$ cat config.mk
export PLATFORM = sky130hd
export DESIGN_NAME = svd_core
export DESIGN_NICKNAME = d
export VERILOG_FILES = /design/src/core/svd_pkg.sv /design/src/core/svd_core.sv
export SDC_FILE = /design/constraint.sdc
export NUM_CORES = 1
export LEC_CHECK = 0
export BUFFER_PORTS_ARGS = -buffer_cell sky130_fd_sc_hd__buf_2
export CAP_MARGIN = 20
export CORE_MARGIN = 2
export CORE_UTILIZATION = 45
export CTS_CLUSTER_SIZE = 24
export DETAILED_ROUTE_END_ITERATION = 10
export PLACE_DENSITY = 0.91
export SYNTH_ARGS = -nofsm -noshare
export SYNTH_HDL_FRONTEND = slang
export SYNTH_SLANG_ARGS = --single-unit
$ cat constraint.sdc
create_clock -name mclk_i -period 2.1 [get_ports mclk_i]
set_input_delay 0 -clock mclk_i [delete_from_list [all_inputs] [get_ports mclk_i]]
set_output_delay 0 -clock mclk_i [all_outputs]
set_load 0.05 [all_outputs]
$ cat src/core/svd_pkg.sv
// package: register map, field layout, reset values and timing of the supply detector
package svd_pkg;
    // register byte addresses (word aligned)
    localparam logic [3:0] SVD_CTRL_OFFS   = 4'h0;
    localparam logic [3:0] SVD_STAT_OFFS   = 4'h4;
    localparam logic [3:0] SVD_IRQEN_OFFS  = 4'h8;
    // control register fields
    localparam int         SVD_LVL_LSB     = 0;
    localparam int         SVD_LVL_W       = 4;
    localparam int         SVD_EN_BIT      = 4;
    localparam int         SVD_STABLE_BIT  = 5;
    // status register fields
    localparam int         SVD_FLAG_BIT    = 0;
    localparam int         SVD_TRIP_BIT    = 1;
    // irq enable register fields
    localparam int         SVD_LIE_BIT     = 0;
    localparam int         SVD_GIE_BIT     = 1;
    // reset values; the trip code resets to 0101
    localparam logic [3:0] SVD_LVL_RST     = 4'h5;
    localparam logic [3:0] SVD_LVL_EXT     = 4'hf;
    localparam logic [3:0] SVD_LVL_RSVD    = 4'h0;
    localparam logic [7:0] SVD_CTRL_MASK   = 8'h1f;
    // reference settling time
    localparam int         SVD_CLK_MHZ     = 200;
    localparam int         SVD_SETTLE_US   = 20;
    localparam int         SVD_SETTLE_CYC  = SVD_SETTLE_US * SVD_CLK_MHZ;
    localparam int         SVD_CNT_W       = 16;
endpackage

$ cat src/core/svd_core.sv
// supply detector control, status, trip flag and interrupt request with avalon-mm slave
// How it works
// - four-bit trip level field in control
// - code 1111 selects external detect input
// - bit 4 powers and enables detector
// - read-only reference stable flag bit 5
// - control bits 7-6 read zero
// - trip below set point sets flag
// - enabled flag requests interrupt vector branch
// - stabilization interval after every enable
// - flag meaningless until stable flag set
// - flag held off until reference stable
// - detector runs in sleep, trip wakes when its own irq enable is set
// - reset returns all fields, detector off
//
// The Avalon-MM register port and the register addresses are this design's own decisions.
module svd_core
    import svd_pkg::*;
#(
    parameter int SETTLE_CYC = SVD_SETTLE_CYC
)
(
    input  wire logic        mclk_i,
    input  wire logic        rst_i,
    input  wire logic [3:0]  avs_address_i,
    input  wire logic        avs_read_i,
    input  wire logic        avs_write_i,
    input  wire logic [31:0] avs_writedata_i,
    input  wire logic [3:0]  avs_byteenable_i,
    output logic [31:0]      avs_readdata_o,
    output logic             avs_waitrequest_o,
    output logic [1:0]       avs_response_o,
    input  wire logic        comp_below_i,
    input  wire logic        sleep_i,
    output logic             supply_detector_power_o,
    output logic             ext_input_sel_o,
    output logic [3:0]       trip_level_select_o,
    output logic             irq_o,
    output logic             wake_o
);
    logic [3:0]           trip_level_select_ff;
    logic                 detector_power_enable_ff;
    logic                 reference_stable_flag_ff;
    logic                 low_voltage_irq_flag_ff;
    logic                 low_voltage_irq_enable_ff;
    logic                 global_irq_enable_ff;
    logic [SVD_CNT_W-1:0] settle_cnt_ff;
    logic                 comp_meta_ff;
    logic                 comp_sync_ff;
    logic                 ack_ff;
    logic [31:0]          rdata_ff;
    logic [1:0]           resp_ff;
    logic                 req;
    logic                 wr_go;
    logic                 flag_clr;
    logic                 trip;

    function automatic logic hit(input logic [3:0] a, input logic [3:0] offs);
        return a == offs;
    endfunction

    // one wait cycle per access keeps read data registered
    assign req               = (avs_read_i || avs_write_i) && !ack_ff;
    assign avs_waitrequest_o = (avs_read_i || avs_write_i) && !ack_ff;
    assign wr_go             = avs_write_i && !ack_ff && avs_byteenable_i[0];
    assign avs_readdata_o    = rdata_ff;
    assign avs_response_o    = resp_ff;

    always_ff @(posedge mclk_i)
    begin
        if (rst_i)
            ack_ff <= 1'b0;
        else
            ack_ff <= req;
    end

    // the comparator output is analog-side, so synchronise it
    always_ff @(posedge mclk_i)
    begin
        if (rst_i)
        begin
            comp_meta_ff <= 1'b0;
            comp_sync_ff <= 1'b0;
        end
        else
        begin
            comp_meta_ff <= comp_below_i;
            comp_sync_ff <= comp_meta_ff;
        end
    end

    always_ff @(posedge mclk_i)
    begin
        if (rst_i)
        begin
            trip_level_select_ff     <= SVD_LVL_RST;
            detector_power_enable_ff <= 1'b0;
        end
        else if (wr_go && hit(avs_address_i, SVD_CTRL_OFFS))
        begin
            trip_level_select_ff     <= avs_writedata_i[SVD_LVL_LSB +: SVD_LVL_W];
            detector_power_enable_ff <= avs_writedata_i[SVD_EN_BIT];
        end
    end

    always_ff @(posedge mclk_i)
    begin
        if (rst_i)
        begin
            low_voltage_irq_enable_ff <= 1'b0;
            global_irq_enable_ff      <= 1'b0;
        end
        else if (wr_go && hit(avs_address_i, SVD_IRQEN_OFFS))
        begin
            low_voltage_irq_enable_ff <= avs_writedata_i[SVD_LIE_BIT];
            global_irq_enable_ff      <= avs_writedata_i[SVD_GIE_BIT];
        end
    end

    // settle counter restarts on every enable
    always_ff @(posedge mclk_i)
    begin
        if (rst_i || !detector_power_enable_ff)
        begin
            settle_cnt_ff            <= '0;
            reference_stable_flag_ff <= 1'b0;
        end
        else if (settle_cnt_ff == SVD_CNT_W'(SETTLE_CYC - 1))
            reference_stable_flag_ff <= 1'b1;
        else
            settle_cnt_ff <= settle_cnt_ff + 1'b1;
    end

    // trip only counts once the reference is stable
    assign trip     = detector_power_enable_ff && reference_stable_flag_ff && comp_sync_ff;
    // write one to status bit 0 clears the flag
    assign flag_clr = wr_go && hit(avs_address_i, SVD_STAT_OFFS)
                      && avs_writedata_i[SVD_FLAG_BIT];

    // sticky flag, a new trip beats a clear
    always_ff @(posedge mclk_i)
    begin
        if (rst_i)
            low_voltage_irq_flag_ff <= 1'b0;
        else if (trip)
            low_voltage_irq_flag_ff <= 1'b1;
        else if (flag_clr)
            low_voltage_irq_flag_ff <= 1'b0;
    end

    always_ff @(posedge mclk_i)
    begin
        if (rst_i)
        begin
            rdata_ff <= '0;
            resp_ff  <= 2'h0;
        end
        else if (req && avs_read_i)
        begin
            resp_ff <= 2'h0;
            unique case (avs_address_i)
                SVD_CTRL_OFFS:
                    rdata_ff <= {24'h0, 2'h0, reference_stable_flag_ff,
                                 detector_power_enable_ff, trip_level_select_ff};
                SVD_STAT_OFFS:
                    rdata_ff <= {30'h0, comp_sync_ff, low_voltage_irq_flag_ff};
                SVD_IRQEN_OFFS:
                    rdata_ff <= {30'h0, global_irq_enable_ff, low_voltage_irq_enable_ff};
                default:
                begin
                    rdata_ff <= '0;
                    resp_ff  <= 2'h2;
                end
            endcase
        end
        else if (req)
        begin
            rdata_ff <= '0;
            resp_ff  <= (hit(avs_address_i, SVD_CTRL_OFFS) || hit(avs_address_i, SVD_STAT_OFFS)
                         || hit(avs_address_i, SVD_IRQEN_OFFS)) ? 2'h0 : 2'h2;
        end
    end

    assign supply_detector_power_o = detector_power_enable_ff;
    assign ext_input_sel_o         = (trip_level_select_ff == SVD_LVL_EXT);
    assign trip_level_select_o     = trip_level_select_ff;
    assign irq_o  = low_voltage_irq_flag_ff && low_voltage_irq_enable_ff && global_irq_enable_ff;
    // a set flag wakes during sleep when its enable is set, regardless of global enable
    assign wake_o = low_voltage_irq_flag_ff && low_voltage_irq_enable_ff && sleep_i;

    property p_settle;
        @(posedge mclk_i) disable iff (rst_i)
        $rose(reference_stable_flag_ff) |-> settle_cnt_ff == SVD_CNT_W'(SETTLE_CYC - 1);
    endproperty
    a_settle: assert property (p_settle) else $error("stable flag early");

    property p_restart;
        @(posedge mclk_i) disable iff (rst_i)
        !detector_power_enable_ff |=> settle_cnt_ff == '0;
    endproperty
    a_restart: assert property (p_restart) else $error("settle count kept");

    property p_off_clear;
        @(posedge mclk_i) disable iff (rst_i)
        !detector_power_enable_ff |=> !reference_stable_flag_ff;
    endproperty
    a_off_clear: assert property (p_off_clear) else $error("stable flag while off");

    property p_hold;
        @(posedge mclk_i) disable iff (rst_i)
        !reference_stable_flag_ff && !low_voltage_irq_flag_ff |=> !low_voltage_irq_flag_ff;
    endproperty
    a_hold: assert property (p_hold) else $error("flag before stable");

    property p_trip;
        @(posedge mclk_i) disable iff (rst_i)
        trip |=> low_voltage_irq_flag_ff;
    endproperty
    a_trip: assert property (p_trip) else $error("trip lost");

    property p_clr;
        @(posedge mclk_i) disable iff (rst_i)
        flag_clr && !trip |=> !low_voltage_irq_flag_ff;
    endproperty
    a_clr: assert property (p_clr) else $error("flag clear lost");

    property p_irq;
        @(posedge mclk_i) disable iff (rst_i)
        irq_o |-> low_voltage_irq_enable_ff && global_irq_enable_ff && low_voltage_irq_flag_ff;
    endproperty
    a_irq: assert property (p_irq) else $error("irq without enables");

    property p_wake;
        @(posedge mclk_i) disable iff (rst_i)
        wake_o |-> low_voltage_irq_flag_ff && low_voltage_irq_enable_ff;
    endproperty
    a_wake: assert property (p_wake) else $error("wake without flag");

    property p_ext;
        @(posedge mclk_i) disable iff (rst_i)
        ext_input_sel_o == (trip_level_select_o == 4'hf);
    endproperty
    a_ext: assert property (p_ext) else $error("external select wrong");

    property p_rd;
        @(posedge mclk_i) disable iff (rst_i)
        avs_read_i && !avs_waitrequest_o && hit(avs_address_i, SVD_CTRL_OFFS)
            |-> avs_readdata_o[7:6] == 2'h0 && avs_readdata_o[5] == $past(reference_stable_flag_ff);
    endproperty
    a_rd: assert property (p_rd) else $error("control readback wrong");

    property p_hi_zero;
        @(posedge mclk_i) disable iff (rst_i)
        avs_read_i && !avs_waitrequest_o && hit(avs_address_i, SVD_CTRL_OFFS)
            |-> avs_readdata_o[31:6] == 26'h0;
    endproperty
    a_hi_zero: assert property (p_hi_zero) else $error("upper control bits set");

    property p_wr;
        @(posedge mclk_i) disable iff (rst_i)
        wr_go && hit(avs_address_i, SVD_CTRL_OFFS)
            |=> detector_power_enable_ff == $past(avs_writedata_i[4]);
    endproperty
    a_wr: assert property (p_wr) else $error("enable write lost");

    property p_lvl;
        @(posedge mclk_i) disable iff (rst_i)
        wr_go && hit(avs_address_i, SVD_CTRL_OFFS)
            |=> trip_level_select_ff == $past(avs_writedata_i[SVD_LVL_LSB +: SVD_LVL_W]);
    endproperty
    a_lvl: assert property (p_lvl) else $error("level write lost");

    property p_rst;
        @(posedge mclk_i) rst_i |=> !detector_power_enable_ff && trip_level_select_ff == 4'h5;
    endproperty
    a_rst: assert property (p_rst) else $error("reset values wrong");

    // main scenarios reached
    c_stable: cover property (@(posedge mclk_i) $rose(reference_stable_flag_ff));
    c_irq:    cover property (@(posedge mclk_i) $rose(irq_o));
    c_ext:    cover property (@(posedge mclk_i) ext_input_sel_o && trip);
    c_wake:   cover property (@(posedge mclk_i) $rose(wake_o));
    c_clr:    cover property (@(posedge mclk_i) flag_clr && low_voltage_irq_flag_ff && !trip);
endmodule

== Word-level counts from Yosys, hierarchy flattened ==
Cells that the tools add are included.
Widths: inputs -> output; s select.

* Register bits after elaboration: 62
* Latch bits: 0
* Memory bits (writable): 0
* Bits in read-only memories: 0
* Bits of input ports: 46
* Output and inout bits: 43
* Word-level logic and storage cells: 49
* Memories: 0

* $add $sub $neg: 1
* Multiply operators: 0
* Divide/modulo/power cells: 0
* Magnitude comparators: 0
* Equality and inequality tests: 4
* Shift operators: 0
* Muxes and demuxes: 9
* Bitwise operators: 0
* Reduce and logical (&&, ||, !) cells: 23

{| class="wikitable"
|+ Operator list
! cell !! number
|-
| $mux 32 || 2
|-
| $pmux 6 s3 || 1
|-
| $add 16x1->16 const B || 1
|-
| $eq 16x12->1 const B || 1
|-
| $logic_and 1x1->1 || 13
|-
| $eq 4x4->1 const B || 2
|-
| $mux 2 || 4
|-
| $eq 4x3->1 const B || 1
|-
| $logic_not 4->1 || 1
|-
| $logic_or 1x1->1 || 4
|-
| $reduce_bool 2->1 || 2
|-
| $reduce_or 3->1 || 1
|-
| $logic_not 1->1 || 2
|-
| $mux 1 || 2
|}

== Longest topological paths before layout ==
* Depth after elaboration: 7
* Depth in mapped cells: 6
* Gate-level depth less buffers: 5

== Least setup slack after synthesis ==
Ideal clock, no wire load.

* Kind: register to register
* Start point: reg settle_cnt_ff[0]
* End point: reg settle_cnt_ff[5]
* Library setup time: 0.071 ns
* Arrival time: 1.500 ns
* Data required time: 2.029 ns
* Path slack: 0.529 ns
* Cell stages (with the launch flop): 7
* Path buffers: 1
* Clock period less this slack: 1.571 ns
* Path through: dfxtp_1 > ha_1 > and4_1 > and4_1 > buf_2 > or3_1 > a21oi_1

* Word-level cells in the longest chain between the ends: 1
* Elaborated cells on any way between the ends: 2
* Those cells by class: 1 x add/sub; 1 x eq/ne

{| class="wikitable"
|+ RTL lines
! element !! line !! text
|-
| start: declaration || svd_core.sv:47 || <nowiki>logic [SVD_CNT_W-1:0] settle_cnt_ff;</nowiki>
|-
| start signal: assignment || svd_core.sv:131 || <nowiki>settle_cnt_ff <= settle_cnt_ff + 1'b1;</nowiki>
|-
| $add 16x1->16 / $eq 16x12->1 (equally long branches) || svd_core.sv:131, svd_core.sv:128 ||
|}

Parallel ways exist; a longest one is shown, timed or not.
A chain may end at the register's enable or synchronous reset.

== Final worst setup path ==
Ends and elaborated chain as after synthesis.

==> results.md <==
* DRT antenna net count at 0
* Clk buf depth at 2
* CTS Root Buffer Type: clkbuf_8
* Slew Viols, Final at 0
* Largest net degree at the start of global routing at 21
* Routed wire length per instance at 11.77 um
* Worst path arrival time at 1860 ps
* Nets@finish at 274
* Placed inst area at 1782 sq um
* Critical path peak fanout at 7
* Worst skew pair latency at ~300 ps
* Cells after DPL at between 200 and 300
* Initial antenna violation count at 0
* Worst Setup End Kind: register
* IR drop worst, VDD at 0.5510 mV
* Critical path type: reg2reg
* CTS tree: yes
* F_max at ~0.6 GHz
* Final hold slack at 16.93 ps
* CTS clock-pin slew for the worst setup and hold paths at 70 ps
* Vias per Instance at 4.949
* Pleak at 0.8129 nW
* #FFs+latches synth at 35
* I/O Buffers at 31
* Post-synthesis async set-or-reset flop share at 0%
* Comb pwr share at 13.0%
* Cell mode on critical path: and4_1
* Worst path slowest cell: or3_1
* Worst Max-Slew Pin Slew at 514.4 ps
* Pwr per Cell Area at 752.5 nW/um^2
* Core outline area at 3661 sq um
* Hold WC Path Type: in2reg
* Required @ worst endpoint at 2320 ps
* Worst Skew at ~14 ps
* Final period utilization at 78.18%
* Sw Pwr at 0.4206 mW
* DP HPWL at 2291 um
* Startpoint type of the worst setup path: register
* Synth top area share at 41.06%
* Post-Synthesis Cell Area at approximately 1700 sq um
* Pint at ~1.1 mW
* Rel. slew slack at 65.45%
* Sequential Power Share at between 40 and 50%
* Gp weighted congestion at 0.7567
* GRT overflow at 0
* Post-CTS Setup Bufs at 0
* Net Sw Frac at between 20 and 30%
* Final Core Density at 53.66%
* Synth cell types at 37
* Worst R2R Start: settle_cnt_ff[0]$_SDFFE_PP0P_
* Top cells by area, synth: dfxtp_1 (41%), buf_4 (12%), nor2_1 (6.4%)
* Vias in the first global route at 1,228
* Post-synth EDFFs at 0
* Final setup viols at 0
* Clk sink count at 35
* Hold path startpoint: avs_address_i[1]
* Initial core utilization at 46.62%
* Num rows at 22
* Final Power at 1.478 mW
* Worst setup margin at 458.2 ps
* Commonest register cell after synthesis: dfxtp_1
* Setup slack at placement at around 460 ps
* Outcome: complete, no violations
* Seq/Total Area, Yosys at between 40% and 50%
* Endpoints failing hold at 0
* First-pass GRT wire length at 5216 um
* Final min period at 1642 ps
* Worst path max stage delay at 360 ps
* Worst hold endpoint: avs_response_o[1]$_SDFFE_PP0P_
* Initial DRC count at 62
* Post-cts sizing count at 0
* DRC Markers at 0
* Area growth, synth to finish at 15.10%
* Maxcap violations at 0
* Setup TNS at 0 ps
* GRT Total Usage at 16.05%
* H-tree depth at 2
* # diodes at 0
* R2R Setup Slk at 460 ps
* # fillers at 337
* Fraction of layout cells with a size suffix above 1 at roughly a fifth
* Final WL at 3249 um
* RSZ-0062 raised after global routing: no
* Hold path cells at 3
* Syn Area/Cell at 8.889 sq um
* CTS buffer count at 5
* Cells after Synth at 192
* Layout Cells excl Fill at 276
* Post-synth top area cell: dfxtp_1
* Worst Reg-to-Reg Cells at 5
* Power share of the clock group at 41.4%
* Design area at 1964 sq um
* Drt pass-1 iters at 4
* DR vias at between 1,000 and 1,500
* I/O Pins at 89
* Die height at roughly 66 um
* DIE AREA at between 4000 and 5000 sq um
* Synth warn at 0
* Hold buffers post-CTS at 7
* Critical R2R Capture: settle_cnt_ff[5]$_SDFFE_PP0P_
* Die width at around 66 um
* Crit-path cells: ha_1 -> and4_1 -> and4_1 -> or3_1 -> a21oi_1
-- power by group through the flow --
stage / Combinational, mW / Clock [mW] / Sequential (mW)
floorplan: 0.183 / 0 / 0.700
global placement: 0.180 / 0 / 0.689
detailed placement: 0.182 / 0 / 0.689
CTS: 0.192 / 0.616 / 0.673
global route: 0.202 / 0.657 / 0.674
finish: 0.193 / 0.612 / 0.673
-- logic make-up after synthesis --
kind of cell,after synthesis,share of synthesized area (%)
fa+ha+maj,1,0.7330
simple gates,77,24.93
other cells,1,0.2197
mux,8,4.692
buf+inv,37,14.15
compound gates,25,10.12
flops,35,41.06
xor+xnor,8,4.106
-- cell usage after synthesis (all sizes together), types with 3 or more instances --
library cell and number:
a21oi 5, a22oi 4, and3 4, and4 5, buf 29, clkbuf 7, dfxtp 35, mux2i 8
nand2 6, nand3 7, nand4 4, nor2 29, nor2b 7, nor3 3, o21ai 5, or3 4
xor2 8
-- sequential cells by signal (all words and copies together) (netlist names) --
signal,cells
ack_ff,1
comp_sync_ff,1
avs_response_o,1
supply_detector_power_o,1
trip_level_select_o,4
comp_meta_ff,1
low_voltage_irq_enable_ff,1
settle_cnt_ff,16
reference_stable_flag_ff,1
global_irq_enable_ff,1
low_voltage_irq_flag_ff,1
avs_readdata_o,6
-- cells in the final DEF (no fill, tap or decap), types with 2 or more instances in the layout --
cell and count:
a211o_1 2, a21oi_1 5, a22oi_1 4, a32oi_1 2, and3_1 4, and4_1 5, buf_2 31, clkbuf_8 5
conb_1 27, dfxtp_1 35, dlygate4sd3_1 7, mux2i_1 8, nand2_1 6, nand3_1 7, nand4_1 4, nor2_1 29
nor2b_1 7, nor3_1 3, nor3b_1 2, o21a_1 2, o21ai_0 5, o2bb2ai_1 2, or3_1 3, xor2_1 8
-- worst max-delay path by stage --
stage	from	endpoint	slack, ps	cells past startpoint
after global placement	ack_ff$_SDFF_PP0_	trip_level_select_o[2]$_SDFFE_PP1P_	470	4
after detailed placement	ack_ff$_SDFF_PP0_	trip_level_select_o[0]$_SDFFE_PP1P_	460	4
after CTS	ack_ff$_SDFF_PP0_	trip_level_select_o[2]$_SDFFE_PP1P_	440	4
after floorplan	settle_cnt_ff[0]$_SDFFE_PP0P_	settle_cnt_ff[5]$_SDFFE_PP0P_	530	6
after global routing	ack_ff$_SDFF_PP0_	trip_level_select_o[0]$_SDFFE_PP1P_	310	4
final	settle_cnt_ff[0]$_SDFFE_PP0P_	settle_cnt_ff[5]$_SDFFE_PP0P_	460	5
-- routing by layer --
metal	vias to the layer above	GRT usage, %	share of wire [%]
met5	-	0	0
met4	0	9.375	2.2
met3	6	4.452	6.7
met2	52	27.55	47
met1	626	17.60	44
li1	682	-	-
-- worst max-delay path, delay by kind of cell (launching register included) --
kind	cells	cell delay, ps
DFF	1	330
and+or+nand+nor	3	880
adders and majority gates	1	220
AOI/OAI and AO/OA	1	130
-- layout make-up --
type | instances | area (sq um) | area share (%)
Timing Repair Buffer | 38 | 225.2 | 11.46
Sequential cell | 35 | 700.7 | 35.67
Tap cell | 48 | 60.06 | 3.057
Clock inverter | 3 | 43.79 | 2.229
Multi-Input combinational cell | 146 | 862.1 | 43.89
Clock buffer | 5 | 68.82 | 3.503
Inverter | 1 | 3.754 | 0.1911
(Power assumes the default switching activity.)
